**src/core/ams_pkg.sv**
```systemverilog
// Overview of operation
// - Clock-output-disable set: stop driving master clock out, pin goes high impedance.
// - External clock: conversions continue normally regardless of clock-output-disable.
// - Crystal plus clock-output-disable: device clock stops, no conversions; bus stays usable.
// - Status-with-data clear: channel status and data are read separately.
// - Status-with-data set: either read returns status byte then channel data.
// - Continuous read always returns status then data, whatever status-with-data says.
// - Continuous-readout bit set enters continuous read operation.
// - Data-width bit: 1 gives 24-bit channel data, 0 gives 16-bit.
// - Saturate set and input out of range: data forced to all zeros or ones.
// - Saturate clear: store unclamped result even when out of range.
// - Idle after reset; back to idle after each calibration and single conversion.
// - Continuous: convert channel, update data/status, set ready, go to next enabled.
// - Continuous cycles enabled channels until new mode or reset; period sums times.
// - Single done: update channel, set ready, ready pin low, clear operation, idle.
// - Single conversion runs even when the channel is disabled.
// - Standby powers down converter and buffer; bus and clock output unaffected.
// - Zero self-calibration on shorted inputs updates converter zero register, then idle.
// - Full self-calibration on internal full scale updates converter full register, idle.
// - Zero system calibration updates selected channel zero register, all ready, idle.
// - Full system calibration updates selected channel full register, all ready, idle.
// - Mode write clears status, raises ready pin, aborts, starts the new mode.
// - Mode written at indices 0x38 to 0x3F, read at 0x38; low bits pick channel.
// - Operation codes in bits 7 to 5 ascend: idle through full system calibration.
`default_nettype none
package ams_pkg;
  localparam int NUM_CH = 4;
  localparam int AW = 8;

  // Mode register indices; byte address is four times the index
  localparam logic [7:0] MODE_IDX_FIRST = 8'h38;
  localparam logic [7:0] MODE_IDX_LAST = 8'h3f;
  localparam logic [7:0] ADDR_MODE_RD = 8'he0;
  localparam logic [7:0] ADDR_MODE_FIRST = 8'he0;
  localparam logic [7:0] ADDR_MODE_LAST = 8'hfc;

  localparam logic [7:0] ADDR_STATUS = 8'h00;
  localparam logic [7:0] ADDR_CH_ENABLE = 8'h04;
  localparam logic [7:0] ADDR_SELF_ZCAL = 8'h40;
  localparam logic [7:0] ADDR_SELF_FCAL = 8'h44;
  localparam logic [3:0] RGN_CONV_TIME = 4'h1;
  localparam logic [3:0] RGN_CH_STATUS = 4'h2;
  localparam logic [3:0] RGN_CH_DATA = 4'h3;
  localparam logic [3:0] RGN_CH_ZCAL = 4'h5;
  localparam logic [3:0] RGN_CH_FCAL = 4'h6;

  localparam logic [7:0] MODE_RESET = 8'h00;
  localparam logic [3:0] CH_ENABLE_RESET = 4'h1;
  localparam logic [15:0] CONV_TIME_RESET = 16'h0100;
  localparam logic [23:0] CAL_RESET = 24'h000000;

  localparam logic [1:0] RESP_OKAY = 2'h0;
  localparam logic [1:0] RESP_SLVERR = 2'h2;

  localparam logic [1:0] SRC_CHANNEL = 2'h0;
  localparam logic [1:0] SRC_SHORTED = 2'h1;
  localparam logic [1:0] SRC_FULL_REF = 2'h2;

  typedef enum logic [2:0] {
    OP_IDLE, OP_CONT, OP_SINGLE, OP_STANDBY,
    OP_ZS_SELF, OP_FS_SELF, OP_ZS_SYS, OP_FS_SYS
  } ams_op_t;

  typedef struct packed {
    ams_op_t op;
    logic clock_output_disable;
    logic dump;
    logic cont_rd;
    logic wide;
    logic clamp;
  } ams_mode_t;

  typedef struct packed {
    logic rdy;
    logic ovr;
    logic [3:0] zero;
    logic [1:0] ch;
  } ams_ch_status_t;

  typedef struct packed {
    ams_ch_status_t status;
    logic [23:0] data;
  } ams_chan_t;
endpackage
`default_nettype wire

```
**src/core/ams_mode_sequencer.sv**
```systemverilog
// The register addresses and the AXI4-Lite interface to the registers are this design's own decisions.
`default_nettype none
module ams_mode_sequencer
  import ams_pkg::*;
(
  input wire logic clk_sys,
  input wire logic reset,
  input wire logic [AW-1:0] s_axi_awaddr,
  input wire logic s_axi_awvalid,
  output logic s_axi_awready,
  input wire logic [31:0] s_axi_wdata,
  input wire logic [3:0] s_axi_wstrb,
  input wire logic s_axi_wvalid,
  output logic s_axi_wready,
  output logic [1:0] s_axi_bresp,
  output logic s_axi_bvalid,
  input wire logic s_axi_bready,
  input wire logic [AW-1:0] s_axi_araddr,
  input wire logic s_axi_arvalid,
  output logic s_axi_arready,
  output logic [31:0] s_axi_rdata,
  output logic [1:0] s_axi_rresp,
  output logic s_axi_rvalid,
  input wire logic s_axi_rready,
  input wire logic clock_input_pin,
  input wire logic crystal_mode,
  output logic clock_output_pin,
  output logic clock_output_oe,
  output logic rdy_n,
  input wire logic [23:0] conv_sample,
  input wire logic conv_over_hi,
  input wire logic conv_over_lo,
  output logic analog_power_down,
  output logic [1:0] mux_channel,
  output logic [1:0] input_source,
  output logic cont_read_active
);
  typedef enum {ST_IDLE, ST_CONVERT, ST_CALIBRATE, ST_STANDBY} ams_state_t;

  // Pin synchronisers: bit 0 clock pin, bit 1 crystal strap
  logic [1:0] pin_raw;
  logic [1:0] s1_q, s2_q, s3_q, filt_q;
  assign pin_raw = {crystal_mode, clock_input_pin};

  genvar g;
  generate
    for (g = 0; g < 2; g++) begin : g_sync
      always_ff @(posedge clk_sys) begin
        if (reset) begin
          s1_q[g] <= 1'b0;
          s2_q[g] <= 1'b0;
          s3_q[g] <= 1'b0;
          filt_q[g] <= 1'b0;
        end else begin
          s1_q[g] <= pin_raw[g];
          s2_q[g] <= s1_q[g];
          s3_q[g] <= s2_q[g];
          if (s2_q[g] == s3_q[g]) begin
            filt_q[g] <= s3_q[g];
          end
        end
      end
    end
  endgenerate

  ams_mode_t mode_q;
  ams_state_t state_q;
  logic [1:0] cur_ch_q;
  logic [15:0] tick_cnt_q;
  logic [3:0] ch_enable_q;
  logic [3:0] ready_q;
  logic [15:0] conv_time_q [NUM_CH];
  ams_chan_t chan_q [NUM_CH];
  logic [23:0] self_zcal_q, self_fcal_q;
  logic [23:0] ch_zcal_q [NUM_CH];
  logic [23:0] ch_fcal_q [NUM_CH];

  // Crystal stops when its output pin is released; external clock keeps going
  wire mclk_rise = (s2_q[0] == s3_q[0]) & s3_q[0] & ~filt_q[0];
  wire clock_stopped = filt_q[1] & mode_q.clock_output_disable;
  wire mclk_tick = mclk_rise & ~clock_stopped;
  wire [15:0] tick_next = tick_cnt_q + 16'h0001;
  // Idle and standby never count, so a short time cannot end them
  wire op_busy = (state_q == ST_CONVERT) | (state_q == ST_CALIBRATE);
  wire op_done = mclk_tick & op_busy & (tick_next >= conv_time_q[cur_ch_q]);
  wire conv_done = op_done & (state_q == ST_CONVERT);
  wire cal_done = op_done & (state_q == ST_CALIBRATE);

  // Write channel
  logic aw_hold_q, w_hold_q, awready_q, wready_q, bvalid_q;
  logic [AW-1:0] awaddr_q;
  logic [31:0] wdata_q;
  logic [3:0] wstrb_q;
  logic [1:0] bresp_q;
  wire aw_take = s_axi_awvalid & awready_q;
  wire w_take = s_axi_wvalid & wready_q;
  wire wr_fire = aw_hold_q & w_hold_q & ~bvalid_q;
  wire aw_hold_d = (aw_hold_q | aw_take) & ~wr_fire;
  wire w_hold_d = (w_hold_q | w_take) & ~wr_fire;

  wire [3:0] wr_rgn = awaddr_q[7:4];
  wire [1:0] wr_ch = awaddr_q[3:2];
  wire wr_mode_hit = (awaddr_q >= ADDR_MODE_FIRST) &
                     (awaddr_q <= ADDR_MODE_LAST) & (awaddr_q[1:0] == 2'b00);
  wire mode_wr = wr_fire & wr_mode_hit & wstrb_q[0];
  wire en_wr = wr_fire & (awaddr_q == ADDR_CH_ENABLE) & wstrb_q[0];
  wire ct_wr = wr_fire & (wr_rgn == RGN_CONV_TIME) & (awaddr_q[1:0] == 2'b00);
  wire wr_mapped = wr_mode_hit | (awaddr_q == ADDR_CH_ENABLE) |
                   ((wr_rgn == RGN_CONV_TIME) & (awaddr_q[1:0] == 2'b00));
  wire ams_mode_t mode_wr_val = ams_mode_t'(wdata_q[7:0]);
  // Channel is the index's low bits, i.e. byte address bits 3:2
  wire [1:0] mode_wr_ch = awaddr_q[3:2];

  always_ff @(posedge clk_sys) begin
    if (reset) begin
      aw_hold_q <= 1'b0;
      w_hold_q <= 1'b0;
      awready_q <= 1'b0;
      wready_q <= 1'b0;
      bvalid_q <= 1'b0;
      bresp_q <= RESP_OKAY;
      awaddr_q <= '0;
      wdata_q <= '0;
      wstrb_q <= '0;
    end else begin
      aw_hold_q <= aw_hold_d;
      w_hold_q <= w_hold_d;
      awready_q <= ~aw_hold_d;
      wready_q <= ~w_hold_d;
      bvalid_q <= wr_fire | (bvalid_q & ~s_axi_bready);
      if (wr_fire) begin
        bresp_q <= wr_mapped ? RESP_OKAY : RESP_SLVERR;
      end
      if (aw_take) begin
        awaddr_q <= s_axi_awaddr;
      end
      if (w_take) begin
        wdata_q <= s_axi_wdata;
        wstrb_q <= s_axi_wstrb;
      end
    end
  end

  // Read channel
  logic arready_q, rvalid_q;
  logic [31:0] rdata_q;
  logic [1:0] rresp_q;
  wire ar_take = s_axi_arvalid & arready_q;
  wire rvalid_d = ar_take | (rvalid_q & ~s_axi_rready);
  wire [3:0] rd_rgn = s_axi_araddr[7:4];
  wire [1:0] rd_ch = s_axi_araddr[3:2];
  wire rd_aligned = s_axi_araddr[1:0] == 2'b00;
  wire data_rd = ar_take & (rd_rgn == RGN_CH_DATA) & rd_aligned;
  wire with_status = mode_q.dump | mode_q.cont_rd;
  wire [31:0] rd_packed = chan_q[rd_ch];

  logic [31:0] rd_val;
  logic rd_ok;
  always_comb begin
    rd_val = 32'h00000000;
    rd_ok = rd_aligned;
    case (rd_rgn)
      4'h0: begin
        if (s_axi_araddr == ADDR_STATUS) begin
          rd_val = {24'h000000, mode_q.op, state_q != ST_IDLE, ready_q};
        end else if (s_axi_araddr == ADDR_CH_ENABLE) begin
          rd_val = {28'h0000000, ch_enable_q};
        end else begin
          rd_ok = 1'b0;
        end
      end
      RGN_CONV_TIME: rd_val = {16'h0000, conv_time_q[rd_ch]};
      RGN_CH_STATUS: begin
        rd_val = with_status ? rd_packed : {24'h000000, rd_packed[31:24]};
      end
      RGN_CH_DATA: begin
        rd_val = with_status ? rd_packed : {8'h00, rd_packed[23:0]};
      end
      4'h4: begin
        if (s_axi_araddr == ADDR_SELF_ZCAL) begin
          rd_val = {8'h00, self_zcal_q};
        end else if (s_axi_araddr == ADDR_SELF_FCAL) begin
          rd_val = {8'h00, self_fcal_q};
        end else begin
          rd_ok = 1'b0;
        end
      end
      RGN_CH_ZCAL: rd_val = {8'h00, ch_zcal_q[rd_ch]};
      RGN_CH_FCAL: rd_val = {8'h00, ch_fcal_q[rd_ch]};
      4'he, 4'hf: begin
        // Other mode indices are write-only and read as zero
        if (s_axi_araddr == ADDR_MODE_RD) begin
          rd_val = {24'h000000, mode_q};
        end
      end
      default: rd_ok = 1'b0;
    endcase
  end

  always_ff @(posedge clk_sys) begin
    if (reset) begin
      arready_q <= 1'b0;
      rvalid_q <= 1'b0;
      rdata_q <= 32'h00000000;
      rresp_q <= RESP_OKAY;
    end else begin
      arready_q <= ~rvalid_d;
      rvalid_q <= rvalid_d;
      if (ar_take) begin
        rdata_q <= rd_val;
        rresp_q <= rd_ok ? RESP_OKAY : RESP_SLVERR;
      end
    end
  end

  // Result formatting
  wire over_range = conv_over_hi | conv_over_lo;
  wire [23:0] width_mask = mode_q.wide ? 24'hffffff : 24'h00ffff;
  wire [23:0] sized = mode_q.wide ? conv_sample : {8'h00, conv_sample[23:8]};
  wire [23:0] clamped = conv_over_hi ? width_mask : 24'h000000;
  wire [23:0] result = (mode_q.clamp & over_range) ? clamped : sized;

  function automatic logic [1:0] next_enabled(input logic [1:0] cur,
                                               input logic [3:0] en);
    logic [1:0] cand;
    logic found;
    next_enabled = cur;
    found = 1'b0;
    for (int i = 1; i <= NUM_CH; i++) begin
      cand = cur + 2'(i);
      if (en[cand] && !found) begin
        next_enabled = cand;
        found = 1'b1;
      end
    end
  endfunction

  function automatic ams_state_t state_for(input ams_op_t op);
    case (op)
      OP_IDLE: state_for = ST_IDLE;
      OP_CONT, OP_SINGLE: state_for = ST_CONVERT;
      OP_STANDBY: state_for = ST_STANDBY;
      default: state_for = ST_CALIBRATE;
    endcase
  endfunction

  // Sequencer
  always_ff @(posedge clk_sys) begin
    if (reset) begin
      mode_q <= ams_mode_t'(MODE_RESET);
      state_q <= ST_IDLE;
      cur_ch_q <= 2'b00;
      tick_cnt_q <= 16'h0000;
    end else if (mode_wr) begin
      mode_q <= mode_wr_val;
      state_q <= state_for(mode_wr_val.op);
      cur_ch_q <= mode_wr_ch;
      tick_cnt_q <= 16'h0000;
    end else if (conv_done && mode_q.op == OP_CONT) begin
      cur_ch_q <= next_enabled(cur_ch_q, ch_enable_q);
      tick_cnt_q <= 16'h0000;
    end else if (op_done) begin
      mode_q.op <= OP_IDLE;
      state_q <= ST_IDLE;
      tick_cnt_q <= 16'h0000;
    end else if (mclk_tick && state_q != ST_IDLE && state_q != ST_STANDBY) begin
      tick_cnt_q <= tick_next;
    end
  end

  // Ready bits: a completion beats a data-read clear in the same cycle
  logic [3:0] ready_d;
  always_comb begin
    ready_d = ready_q;
    if (data_rd) begin
      ready_d[rd_ch] = 1'b0;
    end
    if (conv_done) begin
      ready_d[cur_ch_q] = 1'b1;
    end
    if (cal_done) begin
      ready_d = 4'hf;
    end
    if (mode_wr) begin
      ready_d = 4'h0;
    end
  end

  always_ff @(posedge clk_sys) begin
    if (reset) begin
      ready_q <= 4'h0;
      rdy_n <= 1'b1;
    end else begin
      ready_q <= ready_d;
      rdy_n <= ~|ready_d;
    end
  end

  // Channel results and calibration store
  generate
    for (g = 0; g < NUM_CH; g++) begin : g_chan
      wire hit = cur_ch_q == 2'(g);
      always_ff @(posedge clk_sys) begin
        if (reset) begin
          chan_q[g] <= '0;
          conv_time_q[g] <= CONV_TIME_RESET;
          ch_zcal_q[g] <= CAL_RESET;
          ch_fcal_q[g] <= CAL_RESET;
        end else begin
          if (ct_wr && wr_ch == 2'(g)) begin
            if (wstrb_q[0]) conv_time_q[g][7:0] <= wdata_q[7:0];
            if (wstrb_q[1]) conv_time_q[g][15:8] <= wdata_q[15:8];
          end
          if (conv_done && hit) begin
            chan_q[g].data <= result;
            chan_q[g].status <= '{rdy: 1'b1, ovr: over_range,
                                  zero: 4'h0, ch: 2'(g)};
          end else if (ready_d[g] != chan_q[g].status.rdy) begin
            chan_q[g].status.rdy <= ready_d[g];
          end
          if (cal_done && hit && mode_q.op == OP_ZS_SYS) begin
            ch_zcal_q[g] <= conv_sample;
          end
          if (cal_done && hit && mode_q.op == OP_FS_SYS) begin
            ch_fcal_q[g] <= conv_sample;
          end
        end
      end
    end
  endgenerate

  always_ff @(posedge clk_sys) begin
    if (reset) begin
      self_zcal_q <= CAL_RESET;
      self_fcal_q <= CAL_RESET;
      ch_enable_q <= CH_ENABLE_RESET;
    end else begin
      if (cal_done && mode_q.op == OP_ZS_SELF) begin
        self_zcal_q <= conv_sample;
      end
      if (cal_done && mode_q.op == OP_FS_SELF) begin
        self_fcal_q <= conv_sample;
      end
      if (en_wr) begin
        ch_enable_q <= wdata_q[3:0];
      end
    end
  end

  // Pin and analog control outputs
  wire [1:0] src_d = (state_q == ST_CALIBRATE && mode_q.op == OP_ZS_SELF) ?
                     SRC_SHORTED :
                     (state_q == ST_CALIBRATE && mode_q.op == OP_FS_SELF) ?
                     SRC_FULL_REF : SRC_CHANNEL;

  always_ff @(posedge clk_sys) begin
    if (reset) begin
      clock_output_pin <= 1'b0;
      clock_output_oe <= 1'b0;
      analog_power_down <= 1'b0;
      mux_channel <= 2'b00;
      input_source <= SRC_CHANNEL;
      cont_read_active <= 1'b0;
    end else begin
      // Standby does not touch the clock output
      clock_output_pin <= filt_q[0] & ~mode_q.clock_output_disable;
      clock_output_oe <= ~mode_q.clock_output_disable;
      analog_power_down <= state_q == ST_STANDBY;
      mux_channel <= cur_ch_q;
      input_source <= src_d;
      cont_read_active <= mode_q.cont_rd;
    end
  end

  assign s_axi_awready = awready_q;
  assign s_axi_wready = wready_q;
  assign s_axi_bvalid = bvalid_q;
  assign s_axi_bresp = bresp_q;
  assign s_axi_arready = arready_q;
  assign s_axi_rvalid = rvalid_q;
  assign s_axi_rdata = rdata_q;
  assign s_axi_rresp = rresp_q;
endmodule
`default_nettype wire

```
**config.mk**
```make
export PLATFORM = sky130hd
export DESIGN_NAME = ams_mode_sequencer
export DESIGN_NICKNAME = d
export VERILOG_FILES = /design/src/core/ams_pkg.sv /design/src/core/ams_mode_sequencer.sv
export SDC_FILE = /design/constraint.sdc
export NUM_CORES = 1
export LEC_CHECK = 0
export BUFFER_PORTS_ARGS = -buffer_cell sky130_fd_sc_hd__buf_2
export CAP_MARGIN = 10
export CORE_MARGIN = 5
export CORE_UTILIZATION = 48
export CTS_BUF_LIST = sky130_fd_sc_hd__clkbuf_4 sky130_fd_sc_hd__clkbuf_8
export DETAILED_ROUTE_END_ITERATION = 16
export PLACE_DENSITY_LB_ADDON = 0.05
export SKIP_CTS_REPAIR_TIMING = 1
export SLEW_MARGIN = 20
export SYNTH_ARGS = -nofsm -noshare
export SYNTH_HDL_FRONTEND = slang
export SYNTH_SLANG_ARGS = --single-unit
```
**constraint.sdc**
```tcl
create_clock -name clk_sys -period 5.5 [get_ports clk_sys]
set_clock_uncertainty 0.05 [all_clocks]
set_input_delay 1.65 -clock clk_sys [delete_from_list [all_inputs] [get_ports clk_sys]]
set_output_delay 1.65 -clock clk_sys [all_outputs]
set_load 0.05 [all_outputs]
```
==> run_results.csv, run 1 <==
group,metric,value,unit
finish,nets,2264,
grt,grt_pass1_vias,16580,
finish,drive_gt1_share,20.42,%
clocking,clk_pin_slew,0.06,ns
logic_synthesis,synth-edff-count,362,
sta,fin_crit_sh,87.21,%
floorplan,dieArea,55410,um^2
drt,via_per_inst,5.809,
floorplan,core,50170,um^2
setup_path,cp.arrival,5.13,ns
placed_design,gp_congestion,0.8570,
logic_synthesis,yosysWarningCount,0,
clocking,cts-root-buf,"clkbuf_8",
logic_synthesis,syn_area,24380,um^2
floorplan,num_rows,82,
setup_path,cp_cell_sequence,"ha_1 > nand3_1 > nor2_1 > nand4_1 > nor2_1 > xor2_1 > ha_1 > nand4_2 > or4_1 > o32a_2 > a21oi_4 > nand3_1 > nand2b_1 > buf_12",
setup_path,critPathMaxStageDelay,0.57,ns
placed_design,dp_cells,2731,
logic_synthesis,ys_seq_area_share,58.29,%
logic_synthesis,post_synth_num_cell_types,76,
clocking,clkSinkCount,529,
floorplan,die_w,235.4,um
setup_path,cp_top_family,"simple AND/OR/NAND/NOR gates",
drt,drc_errors,0,
sta,setup_viol,0,
clocking,clock_path_buffers,3,
setup_path,cpMaxStageDelayCell,"a21oi_4",
finish,final_area,27440,um^2
clocking,cts_tree,"yes",
finish,mostFrequentLayoutCells,"nor2_1, edfxtp_1, dfxtp_1, nand2_1, buf_2",
finish,syn_to_final_growth,12.53,%
grt,grt_pass1_wl,105100,um
setup_path,startpoint_type,"flop",
drt,drt_wl_total,70740,um
sta,worst_slack,0.7033,ns
placed_design,dp_slack,0.8072,ns
clocking,insertion_delay,0.70,ns
logic_synthesis,synth_area_per_cell,11.94,um^2
setup_path,required,5.83,ns
sta,slew_violations,0,
sta,fmax,208.5,MHz
power,p_leak,9.865,nW
logic_synthesis,async_reset_ff_share,0,%
drt,drt_iter0_drc,1526,
setup_path,crit_type,"flop to flop",
setup_path,rrSetupSlack,0.70,ns
placed_design,dp.final_hpwl,47940,um
logic_synthesis,synth_seq_cells,529,
drt,drt_first_pass_iters,5,
logic_synthesis,synthFlopType,"edfxtp_1",
sta,finalSetupTns,0,ns
clocking,htree_levels,3,
grt,grt_overflow_total,0,
logic_synthesis,synth_cells,2043,
power,power_density,308.4,nW/um^2
finish,final_cells,2902,
sta,worst_pin_slew,0.8758,ns
drt,antenna_left,0,
grt,grt_start_max_net_pins,94,
sta,rsz0062_at_grt,"no",
grt,antenna_found_initial,3,
clocking,numCtsBuffers,90,
min_path,hold_class,"flop to flop",
floorplan,ios,137,
setup_path,worstPathMaxFanout,20,
placed_design,place_area,25640,um^2
drt,dr_total_vias,16860,
drt,post_drt_wl_per_cell,24.38,um
grt,grt.total_usage,24.94,%
job,max_cap_violations,0,
finish,layout_commonest_cell,"nor2_1",
placed_design,port_buffers,112,
floorplan,start_util,48.60,%
sta,hold_viol,0,
sta,slew_headroom,41.61,%
finish,fin_util,54.69,%
sta,min_period,4.797,ns
power,peakVddDrop,0.0001813,V
setup_path,cp-end-kind,"flop",
floorplan,fp.dieH,235.4,um
outcome,outcome,"finished, final reports clean",
setup_path,crit_buf_inv,1,
## area by class of cell
class	instances	area (um^2)
antenna	2	5.005
clock buffer	130	1570
clock inverter	39	225.2
fill	4340	22730
inverter	31	116.4
multi-input combinational	1324	9355
sequential	529	14210
tap	672	840.8
timing repair buffer	175	1111
## synth_stat cells, types with 7 or more instances
cell / count / area [um^2]
a21oi_1: 63 / 315.3
a311oi_1: 10 / 87.58
dfxtp_1: 167 / 3343
or3_1: 7 / 43.79
nor3_1: 17 / 85.08
nand4_1: 10 / 62.56
clkbuf_1: 109 / 409.1
nand2_1: 142 / 533.0
o211ai_1: 11 / 82.58
nand2b_1: 38 / 237.7
a21o_1: 16 / 120.1
and2_1: 64 / 400.4
edfxtp_1: 362 / 10870
buf_6: 7 / 78.83
or4_1: 7 / 52.55
o21ai_0: 30 / 150.1
buf_1: 33 / 123.9
xnor2_1: 20 / 175.2
a221o_1: 16 / 160.2
inv_1: 31 / 116.4
mux4_2: 106 / 2387
nor2_1: 436 / 1637
mux2i_1: 62 / 620.6
buf_4: 7 / 52.55
nand3_1: 33 / 165.2
nand3b_1: 7 / 52.55
a22oi_1: 77 / 578.1
ha_1: 26 / 325.3
a22o_1: 8 / 70.07
xor2_1: 9 / 78.83
nor2b_1: 30 / 187.7
## logic make-up (layout without fill, tap and decap cells)
kind of cell | Yosys count | count (layout) | share of synthesized area, %
AND/OR/NAND/NOR | 821 | 821 | 15.24
flip-flops | 529 | 529 | 58.29
AO/OA/AOI/OAI | 274 | 274 | 8.113
buffers and inverters | 195 | 375 | 3.628
multiplexers | 168 | 168 | 12.34
XOR/XNOR | 29 | 29 | 1.042
adder cells (fa/ha/maj) | 26 | 26 | 1.334
other | 1 | 8 | 0.01538
## layer usage
layer  global-route usage, %  up-vias  share of wire, %
met1                   36.26     8479                44
met3                   5.869      115               7.9
li1                        -     7643                 -
met5                       0        -                 0
met4                   6.949        0               2.6
met2                   37.92      622                45
## worst register-to-register path, stage by stage, from the launching register on
cell and delay, ns:
dfxtp_1 0.42, ha_1 0.26, nand3_1 0.15, nor2_1 0.20
nand4_1 0.22, nor2_1 0.18, xor2_1 0.10, ha_1 0.31
nand4_2 0.12, or4_1 0.54, o32a_2 0.44, a21oi_4 0.57
nand3_1 0.35, nand2b_1 0.35, buf_12 0.23
## stage by stage
step / power, W / hold WS [ns]
6_report: 0.008462 / 0.3989
5_1_grt: 0.008760 / 0.4126
4_1_cts: 0.008543 / 0.4025
3_5_place_dp: 0.005033 / 0.3800
3_3_place_gp: 0.005023 / 0.3789
2_1_floorplan: 0.004801 / 0.3638
## power by group
group	internal, W	switching (W)
logic	0.000189	0.000367
clock network	0.00186	0.00165
registers	0.00435	0.0000487
total	0.00640	0.00207
## worst paths after layout
path | from | endpoint | cells past startpoint
hold reg to reg | s1_q[0] | s2_q[0] | 1
hold / removal | s1_q[0] | s2_q[0] | 1
setup / recovery | tick_cnt_q[0] | ch_zcal_q[3][8] | 14
setup reg to reg | tick_cnt_q[0] | ch_zcal_q[3][8] | 14
## flip-flops by register name, summed over array words and instances (netlist names), 16 cells and up, named ones only
register,cells
ch_fcal_q,96
ch_zcal_q,96
chan_q,107
conv_time_q,64
s_axi_rdata,28
self_fcal_q,24
self_zcal_q,24
tick_cnt_q,16
wdata_q,16
Note: power is estimated with default switching activity, not from simulation.
==> run 2, diff against run 1 <==
Clock period 5.5 ns to 6 ns, I/O delays scaled along.
==> run 2 against run 1 <==
Critical path depth decreased by 1. Combinational power is 8.6% lower. Global-route usage grew 0.41 points. Sequential share of layout area is 0.13 points lower. Critical endpoint is now chan_q[3][15]. Largest cell class unchanged.
==> run_results.csv, run 2 (synthesis results as in run 1) <==
group,metric,value,unit
outcome,outcome,"finished, final reports clean",
grt,grt.total_usage,25.35,%
floorplan,start_util,48.60,%
setup_path,crit_type,"flop to flop",
clocking,cts_tree,"yes",
power,combinationalPowerShare,6.4,%
placed_design,gp_congestion,0.8479,
power,p_leak,9.891,nW
setup_path,cp-end-kind,"flop",
clocking,cts-root-buf,"clkbuf_8",
min_path,hold_class,"flop to flop",
drt,drt_iter0_drc,1679,
clocking,clock_path_buffers,3,
grt,grt_start_max_net_pins,78,
finish,largest_registers,"chan_q: 107 flops, ch_fcal_q: 96 flops, ch_zcal_q: 96 flops",
drt,drc_errors,0,
floorplan,core,50170,um^2
drt,via_per_inst,5.837,
power,p_sw_share,23.48,%
sta,min_period,5.046,ns
finish,fillers,4375,
clocking,numCtsBuffers,92,
sta,fmax,198.2,MHz
finish,mostFrequentLayoutCells,"nor2_1, edfxtp_1, dfxtp_1, nand2_1, buf_2",
setup_path,r2r-start,"tick_cnt_q[0]",
setup_path,startpoint_type,"flop",
placed_design,dp_cells,2719,
power,clockPowerShare,42.9,%
clocking,clkSinkCount,529,
power,seqPwrFrac,50.7,%
setup_path,cp.arrival,5.29,ns
floorplan,num_rows,82,
clocking,clk_pin_slew,0.06,ns
power,p_int,0.006078,W
setup_path,worstPathMaxFanout,26,
finish,nets,2254,
power,power_density,288.7,nW/um^2
placed_design,port_buffers,112,
drt,drt_first_pass_iters,6,
floorplan,fp.dieH,235.4,um
setup_path,ff2ff_path_depth,13,
sta,hold_viol,0,
finish,layout_commonest_cell,"nor2_1",
grt,grt_pass1_vias,16550,
drt,antenna_left,0,
floorplan,die_w,235.4,um
finish,drive_gt1_share,20.68,%
floorplan,ios,137,
clocking,insertion_delay,0.69,ns
sta,setup_viol,0,
clocking,htree_levels,3,
power,total_power,0.007942,W
placed_design,dp.final_hpwl,47530,um
finish,syn_to_final_growth,12.81,%
sta,finalSetupTns,0,ns
floorplan,dieArea,55410,um^2
setup_path,required,6.25,ns
sta,worst_pin_slew,1.085,ns
job,max_cap_violations,0,
setup_path,reg2reg_to,"chan_q[3][15]",
power,peakVddDrop,0.0001666,V
placed_design,place_area,25580,um^2
grt,grt_pass1_wl,106300,um
drt,drt_wl_total,71670,um
grt,grt_overflow_total,0,
min_path,min_delay_worst_endpoint,"s2_q[0]",
power,p_sw,0.001864,W
finish,largest_reg_flops,107,
min_path,worstHoldPathCells,1,
finish,regMostFlops,"chan_q",
min_path,hold_start,"s1_q[0]",
setup_path,rrSetupSlack,0.95,ns
drt,post_drt_wl_per_cell,24.77,um
finish,final_area,27510,um^2
drt,dr_total_vias,16890,
sta,slew_violations,0,
sta,fin_crit_sh,84.11,%
finish,final_cells,2894,
sta,slew_headroom,27.68,%
sta,rsz0062_at_grt,"no",
grt,antenna_found_initial,3,
run 2: stage by stage:
stage / util, % / hold slack, ns / worst slack [ns]
global route: 54.82 / 0.4079 / 0.6886
finish: 54.83 / 0.3981 / 0.9536
floorplan: - / 0.3638 / 1.439
CTS: 54.81 / 0.4016 / 1.020
detailed placement: 51.00 / 0.3958 / 1.058
global placement: 51.00 / 0.3806 / 1.087
run 2: worst max-delay path by stage:
stage / start / end / slack (ns) / cells past startpoint
5_1_grt: tick_cnt_q[0] / chan_q[1][9] / 0.69 / 14
4_1_cts: tick_cnt_q[0] / chan_q[3][19] / 1.02 / 13
3_5_place_dp: tick_cnt_q[0] / chan_q[3][19] / 1.06 / 13
6_report: tick_cnt_q[0] / chan_q[3][15] / 0.95 / 13
3_3_place_gp: tick_cnt_q[0] / chan_q[3][21] / 1.09 / 13
2_1_floorplan: flop / ch_fcal_q[2][0] / 1.44 / 11
run 2: worst max-delay path, stage by stage, from the launching register on:
cell and delay, ns:
dfxtp_1 0.43, ha_1 0.28, nand3_1 0.18, nor2_1 0.26
nand4_1 0.25, nor2_1 0.19, xor2_1 0.09, ha_1 0.32
nand4_2 0.16, or4_1 0.54, o32a_2 0.44, a21oi_4 0.39
buf_4 0.32, a31o_2 0.74
run 2: per-layer routing:
| layer | wire length (um) | up-vias | GRT usage (%) |
|---|---|---|---|
| met2 | 32750 | 649 | 38.74 |
| met1 | 31410 | 8504 | 36.69 |
| met4 | 1769 | 0 | 7.460 |
| li1 | - | 7628 | - |
| met5 | 0 | - | 0 |
| met3 | 5741 | 112 | 5.717 |
run 2: area by class of cell:
| cell class | instances | area (um^2) | area share [%] |
|---|---|---|---|
| timing repair buffer | 163 | 1059 | 3.848 |
| multi-input combinational | 1324 | 9355 | 34.01 |
| inverter | 31 | 116.4 | 0.4230 |
| clock buffer | 153 | 1793 | 6.518 |
| sequential | 529 | 14210 | 51.67 |
| tap | 672 | 840.8 | 3.057 |
| clock inverter | 19 | 122.6 | 0.4458 |
| antenna | 3 | 7.507 | 0.02729 |
run 2: power by group through the flow:
stage          Clock (W)  Sequential (W)  Combinational, W
6_report         0.00341         0.00403          0.000508
5_1_grt          0.00365         0.00404          0.000539
3_5_place_dp           0         0.00411          0.000506
2_1_floorplan          0         0.00410          0.000298
3_3_place_gp           0         0.00410          0.000502
4_1_cts          0.00348         0.00403          0.000508
==> run 3, diff against run 2 <==
Clock period 6 ns to 5.1 ns, I/O delays scaled along.
==> run 3 against run 2 <==
Count of clock-buffer cells in the layout shrank 4. Clock power grew 21%. Worst hold slack better by 0.0058 ns. Flip-flop and latch count unchanged. Die area is the same. Maximum frequency is 8.6% higher. Core utilization is 0.38 points higher. Global-route usage down 0.15 points. Critical path type unchanged. Largest cell class unchanged.
==> run_results.csv, run 3 (synthesis results as in run 1) <==
group,metric,value,unit
power,peakVddDrop,0.0002570,V
clocking,htree_levels,3,
placed_design,gp_congestion,0.8859,
clocking,cts-root-buf,"clkbuf_8",
finish,syn_to_final_growth,13.59,%
finish,fillers,4377,
drt,via_per_inst,5.807,
finish,regMostFlops,"chan_q",
setup_path,startpoint_type,"flop",
floorplan,dieArea,55410,um^2
drt,post_drt_wl_per_cell,24.51,um
power,p_leak,9.996,nW
job,max_cap_violations,0,
setup_path,crit_path_start,"tick_cnt_q[0]",
grt,grt_pass1_wl,105900,um
clocking,numCtsBuffers,90,
placed_design,port_buffers,112,
setup_path,cp.arrival,4.97,ns
outcome,outcome,"finished, final reports clean",
min_path,hold_class,"flop to flop",
floorplan,core,50170,um^2
sta,finalSetupTns,0,ns
sta,fmax,215.2,MHz
sta,setup_viol,0,
setup_path,cpMaxStageDelayCell,"or4_1",
power,total_power,0.009447,W
clocking,clock_path_buffers,3,
setup_path,r2r-start,"tick_cnt_q[0]",
setup_path,rrSetupSlack,0.45,ns
setup_path,critPathMaxStageDelay,0.54,ns
setup_path,ff2ff_path_depth,14,
clocking,insertion_delay,0.68,ns
setup_path,cp-end-kind,"flop",
sta,slew_headroom,42.57,%
sta,rsz0062_at_grt,"no",
setup_path,worstPathMaxFanout,20,
floorplan,num_rows,82,
finish,nets,2272,
sta,slew_violations,0,
drt,antenna_left,0,
grt,antenna_found_initial,4,
setup_path,critPathCapture,"chan_q[3][11]",
sta,worst_pin_slew,0.8615,ns
grt,grt_overflow_total,0,
floorplan,fp.dieH,235.4,um
power,power_density,341.1,nW/um^2
finish,largest_registers,"chan_q: 107 flops, ch_fcal_q: 96 flops, ch_zcal_q: 96 flops",
sta,fin_crit_sh,91.11,%
grt,grt.total_usage,25.20,%
drt,dr_total_vias,16900,
sta,min_period,4.647,ns
drt,drt_wl_total,71340,um
drt,drc_errors,0,
floorplan,ios,137,
setup_path,cp_cell_sequence,"ha_1 > nand3_1 > nor2_1 > nand4_1 > nor2_1 > xor2_1 > ha_1 > nand4_2 > or4_1 > o32a_2 > a21oi_4 > buf_4 > a31o_2 > buf_12",
drt,drt_iter0_drc,1704,
sta,hold_viol,0,
clocking,cts_tree,"yes",
setup_path,crit_type,"flop to flop",
finish,largest_reg_flops,107,
finish,layout_commonest_cell,"nor2_1",
finish,drive_gt1_share,21.38,%
grt,grt_pass1_vias,16410,
clocking,clk_pin_slew,0.06,ns
setup_path,reg2reg_to,"chan_q[3][11]",
min_path,worstHoldPathCells,1,
floorplan,start_util,48.60,%
setup_path,required,5.42,ns
clocking,clkSinkCount,529,
drt,drt_first_pass_iters,5,
floorplan,die_w,235.4,um
finish,mostFrequentLayoutCells,"nor2_1, edfxtp_1, dfxtp_1, nand2_1, clkbuf_8",
placed_design,dp.final_hpwl,48220,um
grt,grt_start_max_net_pins,101,
==> run 3: cell count changes in the layout (fill, tap and decap cells not counted), moves of 2 or more <==
cell      change
clkbuf_4     -11
clkbuf_8      +7
buf_4        +21
clkinv_1      -2
==> run 3: power breakdown <==
part	leakage [nW]	total (W)	switching (W)	internal [W]
Clock	1.05	0.00411	0.00176	0.00234
Combinational	3.88	0.000603	0.000397	0.000206
Sequential	5.07	0.00474	0.0000528	0.00469
Total	10.0	0.00945	0.00221	0.00723
==> run 3: cell type report <==
class	count	area [um^2]	area share (%)
Multi-Input combinational cell	1324	9355	33.78
Inverter	31	116.4	0.4201
Clock inverter	20	161.4	0.5827
Antenna cell	3	7.507	0.02710
Tap cell	672	840.8	3.036
Timing Repair Buffer	183	1196	4.319
Clock buffer	149	1807	6.523
Sequential cell	529	14210	51.32
==> run 3: metrics by stage <==
step	instances	util (%)	setup WS [ns]	hold slack [ns]	instance area, um^2
after detailed placement	2739	51.27	0.4609	0.3785	25720
after floorplan	2048	-	0.5385	0.3638	24400
after CTS	2908	55.19	0.4387	0.4079	27690
final	2911	55.21	0.4534	0.4039	27700
after global placement	2739	51.27	0.5090	0.3799	25720
after global routing	2911	55.21	0.1339	0.4140	27700
==> run 3: how the worst min path moves through the flow <==
stage | from | end | slack [ns]
finish | s1_q[0] | s2_q[0] | 0.40
global placement | s1_q[1] | s2_q[1] | 0.38
detailed placement | s1_q[0] | s2_q[0] | 0.38
floorplan | s1_q[0] | s2_q[0] | 0.36
global route | s1_q[0] | s2_q[0] | 0.41
CTS | s1_q[0] | s2_q[0] | 0.41
==> run 3: per-layer routing <==
metal,GRT usage [%],part of all wire [%]
met5,0,0
met2,37.97,45
met3,6.607,8.4
met1,36.94,44
met4,6.087,2.1
==> run 3: critical path, delay by kind of cell, from the launching register on <==
| kind | cells | cell delay (ns) |
|---|---|---|
| AND/OR/NAND/NOR | 6 | 1.41 |
| AO/OA/AOI/OAI | 3 | 1.23 |
| adder cells (fa/ha/maj) | 2 | 0.57 |
| buffers and inverters | 2 | 0.56 |
| flip-flops | 1 | 0.43 |
| XOR/XNOR | 1 | 0.10 |
